## config.mk

```make
export PLATFORM = sky130hd
export DESIGN_NAME = masm_alarm_status
export DESIGN_NICKNAME = d
export VERILOG_FILES = /design/src/rtl/masm_pkg.sv /design/src/rtl/masm_alarm_status.sv
export SDC_FILE = /design/constraint.sdc
export NUM_CORES = 1
export LEC_CHECK = 0
export BUFFER_PORTS_ARGS = -buffer_cell sky130_fd_sc_hd__buf_2
export CAP_MARGIN = 20
export CORE_MARGIN = 2
export CORE_UTILIZATION = 50
export CTS_BUF_LIST = sky130_fd_sc_hd__clkbuf_4 sky130_fd_sc_hd__clkbuf_8 sky130_fd_sc_hd__clkbuf_16
export DETAILED_ROUTE_END_ITERATION = 6
export GPL_TIMING_DRIVEN = 0
export PLACE_DENSITY_LB_ADDON = 0.08
export SLEW_MARGIN = 40
export SYNTH_ARGS = -nofsm -noshare
export SYNTH_HDL_FRONTEND = slang
export SYNTH_SLANG_ARGS = --single-unit
```

## constraint.sdc

```tcl
create_clock -name clock -period 1.8 [get_ports clock]
set_input_delay 0.36 -clock clock [delete_from_list [all_inputs] [get_ports clock]]
set_output_delay 0.36 -clock clock [all_outputs]
set_load 0.05 [all_outputs]
```

## src/rtl/masm_pkg.sv

```systemverilog
// Purpose: shared constants for the alarm status and mask block
// Assumes: 8-bit register pointer, one 50 MHz clock
// Notes: offsets are the register pointer values
package masm_pkg;
  // register pointer values
  localparam logic [7:0] ADDR_STATUS_TWO = 8'h02;
  localparam logic [7:0] ADDR_MASK_ONE = 8'h03;
  localparam logic [7:0] ADDR_MASK_TWO = 8'h44;

  // reset values
  localparam logic [7:0] RST_MASK_ONE = 8'h00;
  localparam logic [7:0] RST_MASK_TWO = 8'h00;
  localparam logic [5:0] RST_STATUS = 6'h00;

  // status two field positions
  localparam int BIT_HOT = 0;
  localparam int BIT_BOARD_ALERT = 1;
  localparam int BIT_FIRST_TACH = 2;
  localparam int BIT_SECOND_TACH = 3;
  localparam int BIT_CHASSIS = 4;
  localparam int BIT_OVERTEMP = 5;
  localparam int STATUS_BITS = 6;

  // mask two mode select positions
  localparam int BIT_HOT_MODE = 6;
  localparam int BIT_OVERTEMP_MODE = 7;

  // mask one: bits 0..6 voltage flags, bit 7 external alarm input flag
  localparam int VOLT_FLAGS = 7;

  // temperature channels using the mode machine: 0 hot, 1 overtemp
  localparam int TEMP_CHANNELS = 2;

  // reserved bits of status two read as zero
  localparam logic [1:0] RESERVED_READ = 2'h0;
endpackage : masm_pkg

```

## src/rtl/masm_alarm_status.sv

```systemverilog
// Purpose: second alarm status register, both mask registers, alarm output
// Assumes: comparator levels and conversion pulses synchronous to clock
// Notes: status flags clear on read; a set in the read cycle survives
//
// Functional notes
// [RULE_01] hot crossing sets status bit 0
// [RULE_02] hot flag mode chosen by mask two bit6
// [RULE_03] board thermal alert pin sets bit 1
// [RULE_04] several sensors may share the alert pin
// [RULE_05] fan count limits set bits 2 and 3
// [RULE_06] chassis intrusion high sets bit 4
// [RULE_07] overtemp limit crossing sets bit 5, comparator
// [RULE_08] overtemp flag mode chosen by mask two bit7
// [RULE_09] status two read only, reserved, resets zero
// [RULE_10] mask one blocks status from alarm
// [RULE_11] mask one read/write, voltage and external flags
// [RULE_12] mask two read/write, bits 0-4 masks; the code masks bits 0-5
// [RULE_13] default mode re-sets flag each conversion above hysteresis
// [RULE_14] one-time mode: once until below hysteresis
// [RULE_15] alarm driven only when output enable set
// [RULE_16] external alarm flag zero means low detected
// [RULE_17] reserved status bits read zero always
// [RULE_18] alarm is OR of unmasked flags
module masm_alarm_status (
  input wire logic clock, // 50 MHz system clock
  input wire logic rstn, // async reset, active low
  input wire logic [7:0] reg_addr, // register pointer
  input wire logic reg_wr, // write strobe, one cycle
  input wire logic [7:0] reg_wdata, // write data
  input wire logic reg_rd, // read strobe, one cycle
  output logic [7:0] reg_rdata, // read data, valid cycle after reg_rd
  input wire logic conv_done, // conversion complete pulse
  input wire logic [1:0] temp_above_limit, // above hot limit: 0 hot, 1 overtemp
  input wire logic [1:0] temp_below_hyst, // below hysteresis: 0 hot, 1 overtemp
  input wire logic board_thermal_alert_n, // shared thermal alert pin, low active
  input wire logic first_tach_monitor, // first fan count limit exceeded
  input wire logic second_tach_monitor, // second fan count limit exceeded
  input wire logic chassis_intrusion, // chassis intrusion latch output
  input wire logic [6:0] voltage_flags, // voltage_flag_zero..six from status one
  input wire logic ext_alarm_flag, // status one bit 7, zero when input low
  input wire logic alarm_out_en, // configuration alarm output enable
  output logic alarm_o, // alarm pin output value, always low
  output logic alarm_oe // alarm pin drive enable, high pulls pin low
);

  typedef struct packed {
    logic [masm_pkg::STATUS_BITS-1:0] status;
    logic [7:0] mask_one;
    logic [7:0] mask_two;
    logic [masm_pkg::TEMP_CHANNELS-1:0] hot;
    logic [7:0] rdata;
    logic alarm;
  } masm_state_type;

  masm_state_type state_q;
  masm_state_type state_d;

  logic status_read;
  logic [masm_pkg::STATUS_BITS-1:0] set_ev;
  logic [masm_pkg::TEMP_CHANNELS-1:0] temp_set;
  logic [masm_pkg::TEMP_CHANNELS-1:0] hot_next;
  logic [masm_pkg::TEMP_CHANNELS-1:0] one_time;
  logic [7:0] status_view;
  logic [7:0] group_one;

  // temperature flag modes; one-time trades repeat alarms for a quiet host
  always_comb begin
    one_time = {state_q.mask_two[masm_pkg::BIT_OVERTEMP_MODE],
                state_q.mask_two[masm_pkg::BIT_HOT_MODE]}; // see [RULE_02] see [RULE_08]
    for (int i = 0; i < masm_pkg::TEMP_CHANNELS; i++) begin
      hot_next[i] = state_q.hot[i];
      temp_set[i] = 1'b0;
      if (conv_done) begin
        // comparator view: above limit enters, below hysteresis leaves
        if (temp_above_limit[i]) begin
          hot_next[i] = 1'b1; // see [RULE_07]
        end else if (temp_below_hyst[i]) begin
          hot_next[i] = 1'b0; // see [RULE_14]
        end
        if (one_time[i]) begin
          temp_set[i] = hot_next[i] & ~state_q.hot[i]; // see [RULE_14]
        end else begin
          temp_set[i] = hot_next[i]; // see [RULE_13]
        end
      end
    end
  end

  // event sources of status two; alert pin may be a wired-or of sensors
  always_comb begin
    set_ev = '0;
    set_ev[masm_pkg::BIT_HOT] = temp_set[0]; // see [RULE_01]
    set_ev[masm_pkg::BIT_BOARD_ALERT] = ~board_thermal_alert_n; // see [RULE_03] see [RULE_04]
    set_ev[masm_pkg::BIT_FIRST_TACH] = first_tach_monitor; // see [RULE_05]
    set_ev[masm_pkg::BIT_SECOND_TACH] = second_tach_monitor; // see [RULE_05]
    set_ev[masm_pkg::BIT_CHASSIS] = chassis_intrusion; // see [RULE_06]
    set_ev[masm_pkg::BIT_OVERTEMP] = temp_set[1]; // see [RULE_07]
  end

  assign status_read = reg_rd && (reg_addr == masm_pkg::ADDR_STATUS_TWO);
  assign status_view = {masm_pkg::RESERVED_READ, state_q.status}; // see [RULE_17]
  // external flag is active when it reads zero
  assign group_one = {~ext_alarm_flag, voltage_flags}; // see [RULE_16]

  // next state: registers, read mux, alarm request
  always_comb begin
    state_d = state_q;
    state_d.hot = hot_next;
    // set wins over the clear-on-read so no event is lost
    if (status_read) begin
      state_d.status = set_ev; // see [RULE_13]
    end else begin
      state_d.status = state_q.status | set_ev;
    end
    if (reg_wr) begin
      unique case (reg_addr)
        masm_pkg::ADDR_MASK_ONE: state_d.mask_one = reg_wdata; // see [RULE_11]
        masm_pkg::ADDR_MASK_TWO: state_d.mask_two = reg_wdata; // see [RULE_12]
        default: ; // status two ignores writes, see [RULE_09]
      endcase
    end
    if (reg_rd) begin
      unique case (reg_addr)
        masm_pkg::ADDR_STATUS_TWO: state_d.rdata = status_view;
        masm_pkg::ADDR_MASK_ONE: state_d.rdata = state_q.mask_one;
        masm_pkg::ADDR_MASK_TWO: state_d.rdata = state_q.mask_two;
        default: state_d.rdata = 8'h00;
      endcase
    end
    // unmasked flags only; mode bits of mask two are not masks
    state_d.alarm = alarm_out_en &&
      ((|(state_q.status & ~state_q.mask_two[masm_pkg::STATUS_BITS-1:0])) ||
       (|(group_one & ~state_q.mask_one))); // see [RULE_10] see [RULE_15] see [RULE_18]
  end

  // state register
  always_ff @(posedge clock or negedge rstn) begin
    if (!rstn) begin
      state_q.status <= masm_pkg::RST_STATUS; // see [RULE_09]
      state_q.mask_one <= masm_pkg::RST_MASK_ONE;
      state_q.mask_two <= masm_pkg::RST_MASK_TWO;
      state_q.hot <= '0;
      state_q.rdata <= 8'h00;
      state_q.alarm <= 1'b0;
    end else begin
      state_q <= state_d;
    end
  end

  // read data and drive enable straight from flops; open-drain pin only pulls low
  assign reg_rdata = state_q.rdata;
  assign alarm_oe = state_q.alarm;
  assign alarm_o = 1'b0;

  // checks: one each for twelve device-side rules; level inputs re-set flags every cycle,
  // so most checks look one edge after the cause
  a_status_reset: assert property (@(posedge clock) // see [RULE_09]
    $rose(rstn) |-> $past(state_q.status) == masm_pkg::RST_STATUS)
    else $error("status not zero after reset");

  a_reserved_zero: assert property (@(posedge clock) disable iff (!rstn) // see [RULE_17]
    $past(reg_rd) && $past(reg_addr) == masm_pkg::ADDR_STATUS_TWO |-> reg_rdata[7:6] == 2'h0)
    else $error("reserved status bits not zero");

  a_chassis_sets: assert property (@(posedge clock) disable iff (!rstn) // see [RULE_06]
    chassis_intrusion |=> state_q.status[masm_pkg::BIT_CHASSIS])
    else $error("chassis intrusion did not set flag");

  a_alert_sets: assert property (@(posedge clock) disable iff (!rstn) // see [RULE_03]
    !board_thermal_alert_n |=> state_q.status[masm_pkg::BIT_BOARD_ALERT])
    else $error("board alert did not set flag");

  a_fan_sets: assert property (@(posedge clock) disable iff (!rstn) // see [RULE_05]
    (first_tach_monitor |=> state_q.status[masm_pkg::BIT_FIRST_TACH]) and
    (second_tach_monitor |=> state_q.status[masm_pkg::BIT_SECOND_TACH]))
    else $error("fan limits did not set flags");

  a_alarm_gated: assert property (@(posedge clock) disable iff (!rstn) // see [RULE_15]
    !alarm_out_en |=> !alarm_oe)
    else $error("alarm driven while disabled");

  a_mask_blocks: assert property (@(posedge clock) disable iff (!rstn) // see [RULE_10]
    alarm_out_en && (&state_q.mask_one) &&
      (&state_q.mask_two[masm_pkg::STATUS_BITS-1:0]) |=> !alarm_oe)
    else $error("fully masked alarm driven");

  a_alarm_flag: assert property (@(posedge clock) disable iff (!rstn) // see [RULE_18]
    alarm_out_en && state_q.status[masm_pkg::BIT_CHASSIS] &&
      !state_q.mask_two[masm_pkg::BIT_CHASSIS] |=> alarm_oe)
    else $error("unmasked flag did not drive alarm");

  a_ext_flag: assert property (@(posedge clock) disable iff (!rstn) // see [RULE_16]
    alarm_out_en && !ext_alarm_flag && !state_q.mask_one[masm_pkg::VOLT_FLAGS] |=> alarm_oe)
    else $error("external flag low did not drive alarm");

  a_one_time: assert property (@(posedge clock) disable iff (!rstn) // see [RULE_14]
    conv_done && one_time[0] && state_q.hot[0] && !status_read |=>
      state_q.status[masm_pkg::BIT_HOT] == $past(state_q.status[masm_pkg::BIT_HOT]))
    else $error("one-time flag raised twice");

  a_default_mode: assert property (@(posedge clock) disable iff (!rstn) // see [RULE_13]
    conv_done && !one_time[0] && temp_above_limit[0] |=> state_q.status[masm_pkg::BIT_HOT])
    else $error("default mode flag not set");

  a_mask_write: assert property (@(posedge clock) disable iff (!rstn) // see [RULE_12]
    reg_wr && reg_addr == masm_pkg::ADDR_MASK_TWO |=> state_q.mask_two == $past(reg_wdata))
    else $error("mask two write lost");


  // covers: clear on read, alarm rising, overtemp flag, mode machine, full masking
  c_read_clear: cover property (@(posedge clock) disable iff (!rstn)
    state_q.status[masm_pkg::BIT_HOT] ##1 status_read ##1 !state_q.status[masm_pkg::BIT_HOT]);
  c_alarm_on: cover property (@(posedge clock) disable iff (!rstn) $rose(alarm_oe));
  c_overtemp: cover property (@(posedge clock) disable iff (!rstn)
    $rose(state_q.status[masm_pkg::BIT_OVERTEMP]));
  c_one_time: cover property (@(posedge clock) disable iff (!rstn)
    conv_done && one_time[0] && state_q.hot[0] && temp_above_limit[0]);
  c_all_masked: cover property (@(posedge clock) disable iff (!rstn)
    alarm_out_en && (|state_q.status) && (&state_q.mask_one) &&
    (&state_q.mask_two[masm_pkg::STATUS_BITS-1:0]));

endmodule // masm_alarm_status

```

==> flow_summary.ini <==
[sta]
drv_slew = 0
tightest_slew_ns = 0.716
fin_crit_sh = 0.965
fin_worst_skew_ns = 0.00727
rsz0062_at_grt = no
hold_viol = 0
timing.final.crit_period_ns = 1.74
fmax_mhz = 576
setup_violations = 0
maxSlewHeadroom = 0.523
hold_slack_ns = 0.0599

[die]
io_pins = 48
dieHeight_um = 61.1
core_um2 = 3080
die_area_um2 = 3740
row_count = 20
die_x_um = 61.1
start_util = 0.530

[global_routing]
grt_pass1_vias = 1210
overflow = 0
grt_pass1_wl_um = 5350
grt_max_degree = 34
antenna_found_initial = 0
track_usage = 0.208

[placement]
port_buffers = 44
dp_hpwl_um = 2570
place.gp.congestion = 0.796
postPlaceCellArea_um2 = 1910

[clock_tree]
h-tree-depth = 2
post-cts-setup-buffers = 0
clk_path_buf_depth = 2
tritoncts = done
cts_sinks = 33
clkTransAtPathRegs_ns = 0.10
cts_buffers = 5
root_buffer = clkbuf_4
clock_latency_ns = 0.34
cts_hold_buf = 0
cts_resized = 0

[power]
p_leak_nw = 1.01
switching_share = 0.246
p_comb_frac = 0.100
seq_power_share = 0.558
p_clk_frac = 0.342
p_int_mw = 1.06
p_sw_mw = 0.345
vdd.ir_drop.worst_mv = 0.524
powerDensity_nw_per_um2 = 709

[detailed_routing]
dr_total_vias = 1263
wl_per_cell_um = 14.0
viasPerCell = 5.20
first_iter_violations = 64
wl_um = 3410
drt_first_pass_iters = 4
antenna_left = 0
drcViolationCount = 0

[yosys]
yosys.area.top_type_share = 0.506
synth_top_area_cell = dfrtp_1
ys_seq_area_frac = 0.506
syn_area_um2 = 1630
ys_types = 28
synth_edf_count = 0
synthCells = 147
synth_area_leaders = dfrtp_1 51%, mux2_2 13%, inv_1 5.5%, o22ai_1 5.0%, buf_4 4.1%
yosys_warnings = 0
synthesis.nets = 185
ys_async_sr_fraction = 1.00
syn_area_per_cell_um2 = 11.1
ys_ff_latch = 33
synthFlopType = dfrtp_1

[setup_path]
rr_worst_depth = 3
worstSetupEndpoint = state_q[11]
worstPathMaxFanout = 9
crit_type = input pin to flop
rrSetupSlack_ns = 0.73
cp-end-kind = flop
timing.rr.end = reg_rdata[3]
startpoint_type = input pin
crit_required_ns = 2.03
reg2reg_from = state_q[22]
cp-startpoint = reg_addr[5]
worstPathArrival_ns = 1.97

[status]
status = complete, no violations

[cells_and_area]
area_growth_pct = 21.2
drive_above_1_share = 0.437
fillCellCount = 265
fin_nets = 236
multi_input_area_um2 = 637
fin_area_um2 = 1980
n_antenna_cell = 0
regArea_um2 = 826

[hold_path]
min_path_type = input pin to asynchronous set/reset pin

[run]
maxCapViolations = 0
-- cell type report --
cell class,instances,share of cell area
flip-flops and latches,33,0.418
well taps,44,0.0278
multi-input cells,78,0.322
clock inverters,1,0.00253
plain buffers,12,0.0399
inverters,24,0.0456
clock buffers,7,0.0329
repair buffers,44,0.111
-- cell usage after synthesis (all sizes together) (2+ instances only) --
library cell and n:
a21oi 2, nand3 2, a22oi 6, nand2 10, a22o 2, clkbuf 3, nand3b 2, a32oi 2
a221oi 2, o21ai 3, dfrtp 33, o2bb2ai 2, nor3 2, buf 9, o22ai 13, a21o 3
mux2 19, inv 24
-- stage by stage --
stage | setup TNS, ns | power [mW] | util | cells | worst slack, ns
2_1_floorplan | 0 | 0.862 | - | 147 | 0.0384
3_3_place_gp | -5.31 | 0.932 | 0.620 | 235 | -0.298
3_5_place_dp | -5.55 | 0.939 | 0.620 | 235 | -0.314
4_1_cts | 0 | 1.42 | 0.642 | 243 | 0.0581
5_1_grt | 0 | 1.48 | 0.642 | 243 | 0.0266
6_report | 0 | 1.40 | 0.642 | 243 | 0.0627
-- sequential cells by signal, summed over array words and instances (netlist names) --
signal and count:
state_q 22, reg_rdata 8, one_time 2, alarm_oe 1
-- critical path, cell delays in order --
cell	delay, ns
buf_2	0.10
or3_4	0.43
nor4_4	0.57
nand2_4	0.19
mux2_2	0.32
-- logic make-up (layout without fill, tap and decap cells) --
family,Yosys count,after routing,share of synthesized area
muxes,19,19,0.131
buffers and inverters,36,88,0.104
AOI/OAI and AO/OA,38,38,0.164
other,1,1,0.00230
DFF,33,33,0.506
and+or+nand+nor,20,20,0.0928
-- worst min path at each step --
stage,start,endpoint,slack (ns)
after floorplan,rstn,alarm_oe,0.06
after CTS,rstn,state_q[9],0.08
after global routing,rstn,state_q[28],0.09
after global placement,rstn,state_q[28],0.44
final,rstn,state_q[28],0.06
after detailed placement,rstn,state_q[28],0.45
-- power groups by stage --
stage / registers [mW] / logic, mW / clock network [mW]
final: 0.783 / 0.140 / 0.479
after global routing: 0.786 / 0.156 / 0.534
after CTS: 0.782 / 0.142 / 0.492
after detailed placement: 0.797 / 0.142 / 0
after global placement: 0.796 / 0.136 / 0
after floorplan: 0.796 / 0.0663 / 0
-- cell usage in the layout, fill, tap and decap left out, types with 2 or more instances in the layout --
cell,synthesis,final
mux2_2,19,19
nor3_1,2,2
a21o_1,3,3
nand3b_1,2,2
inv_1,24,24
a32oi_1,2,2
o21ai_0,3,3
clkbuf_1,3,3
dfrtp_1,33,33
a22oi_1,6,6
buf_2,0,44
buf_4,9,9
o22ai_1,13,13
clkbuf_8,0,2
o2bb2ai_1,2,2
clkbuf_4,0,5
nand2_1,9,9
a221oi_1,2,2
a22o_1,2,2
a21oi_1,2,2
-- routing by layer --
layer | vias up | GRT usage | part of all wire
met1 | 601 | 0.263 | 0.43
met5 | - | 0 | 0
met2 | 45 | 0.328 | 0.48
met3 | 6 | 0.0756 | 0.078
met4 | 0 | 0.0745 | 0.013
li1 | 611 | - | -
(Power assumes the default switching activity.)
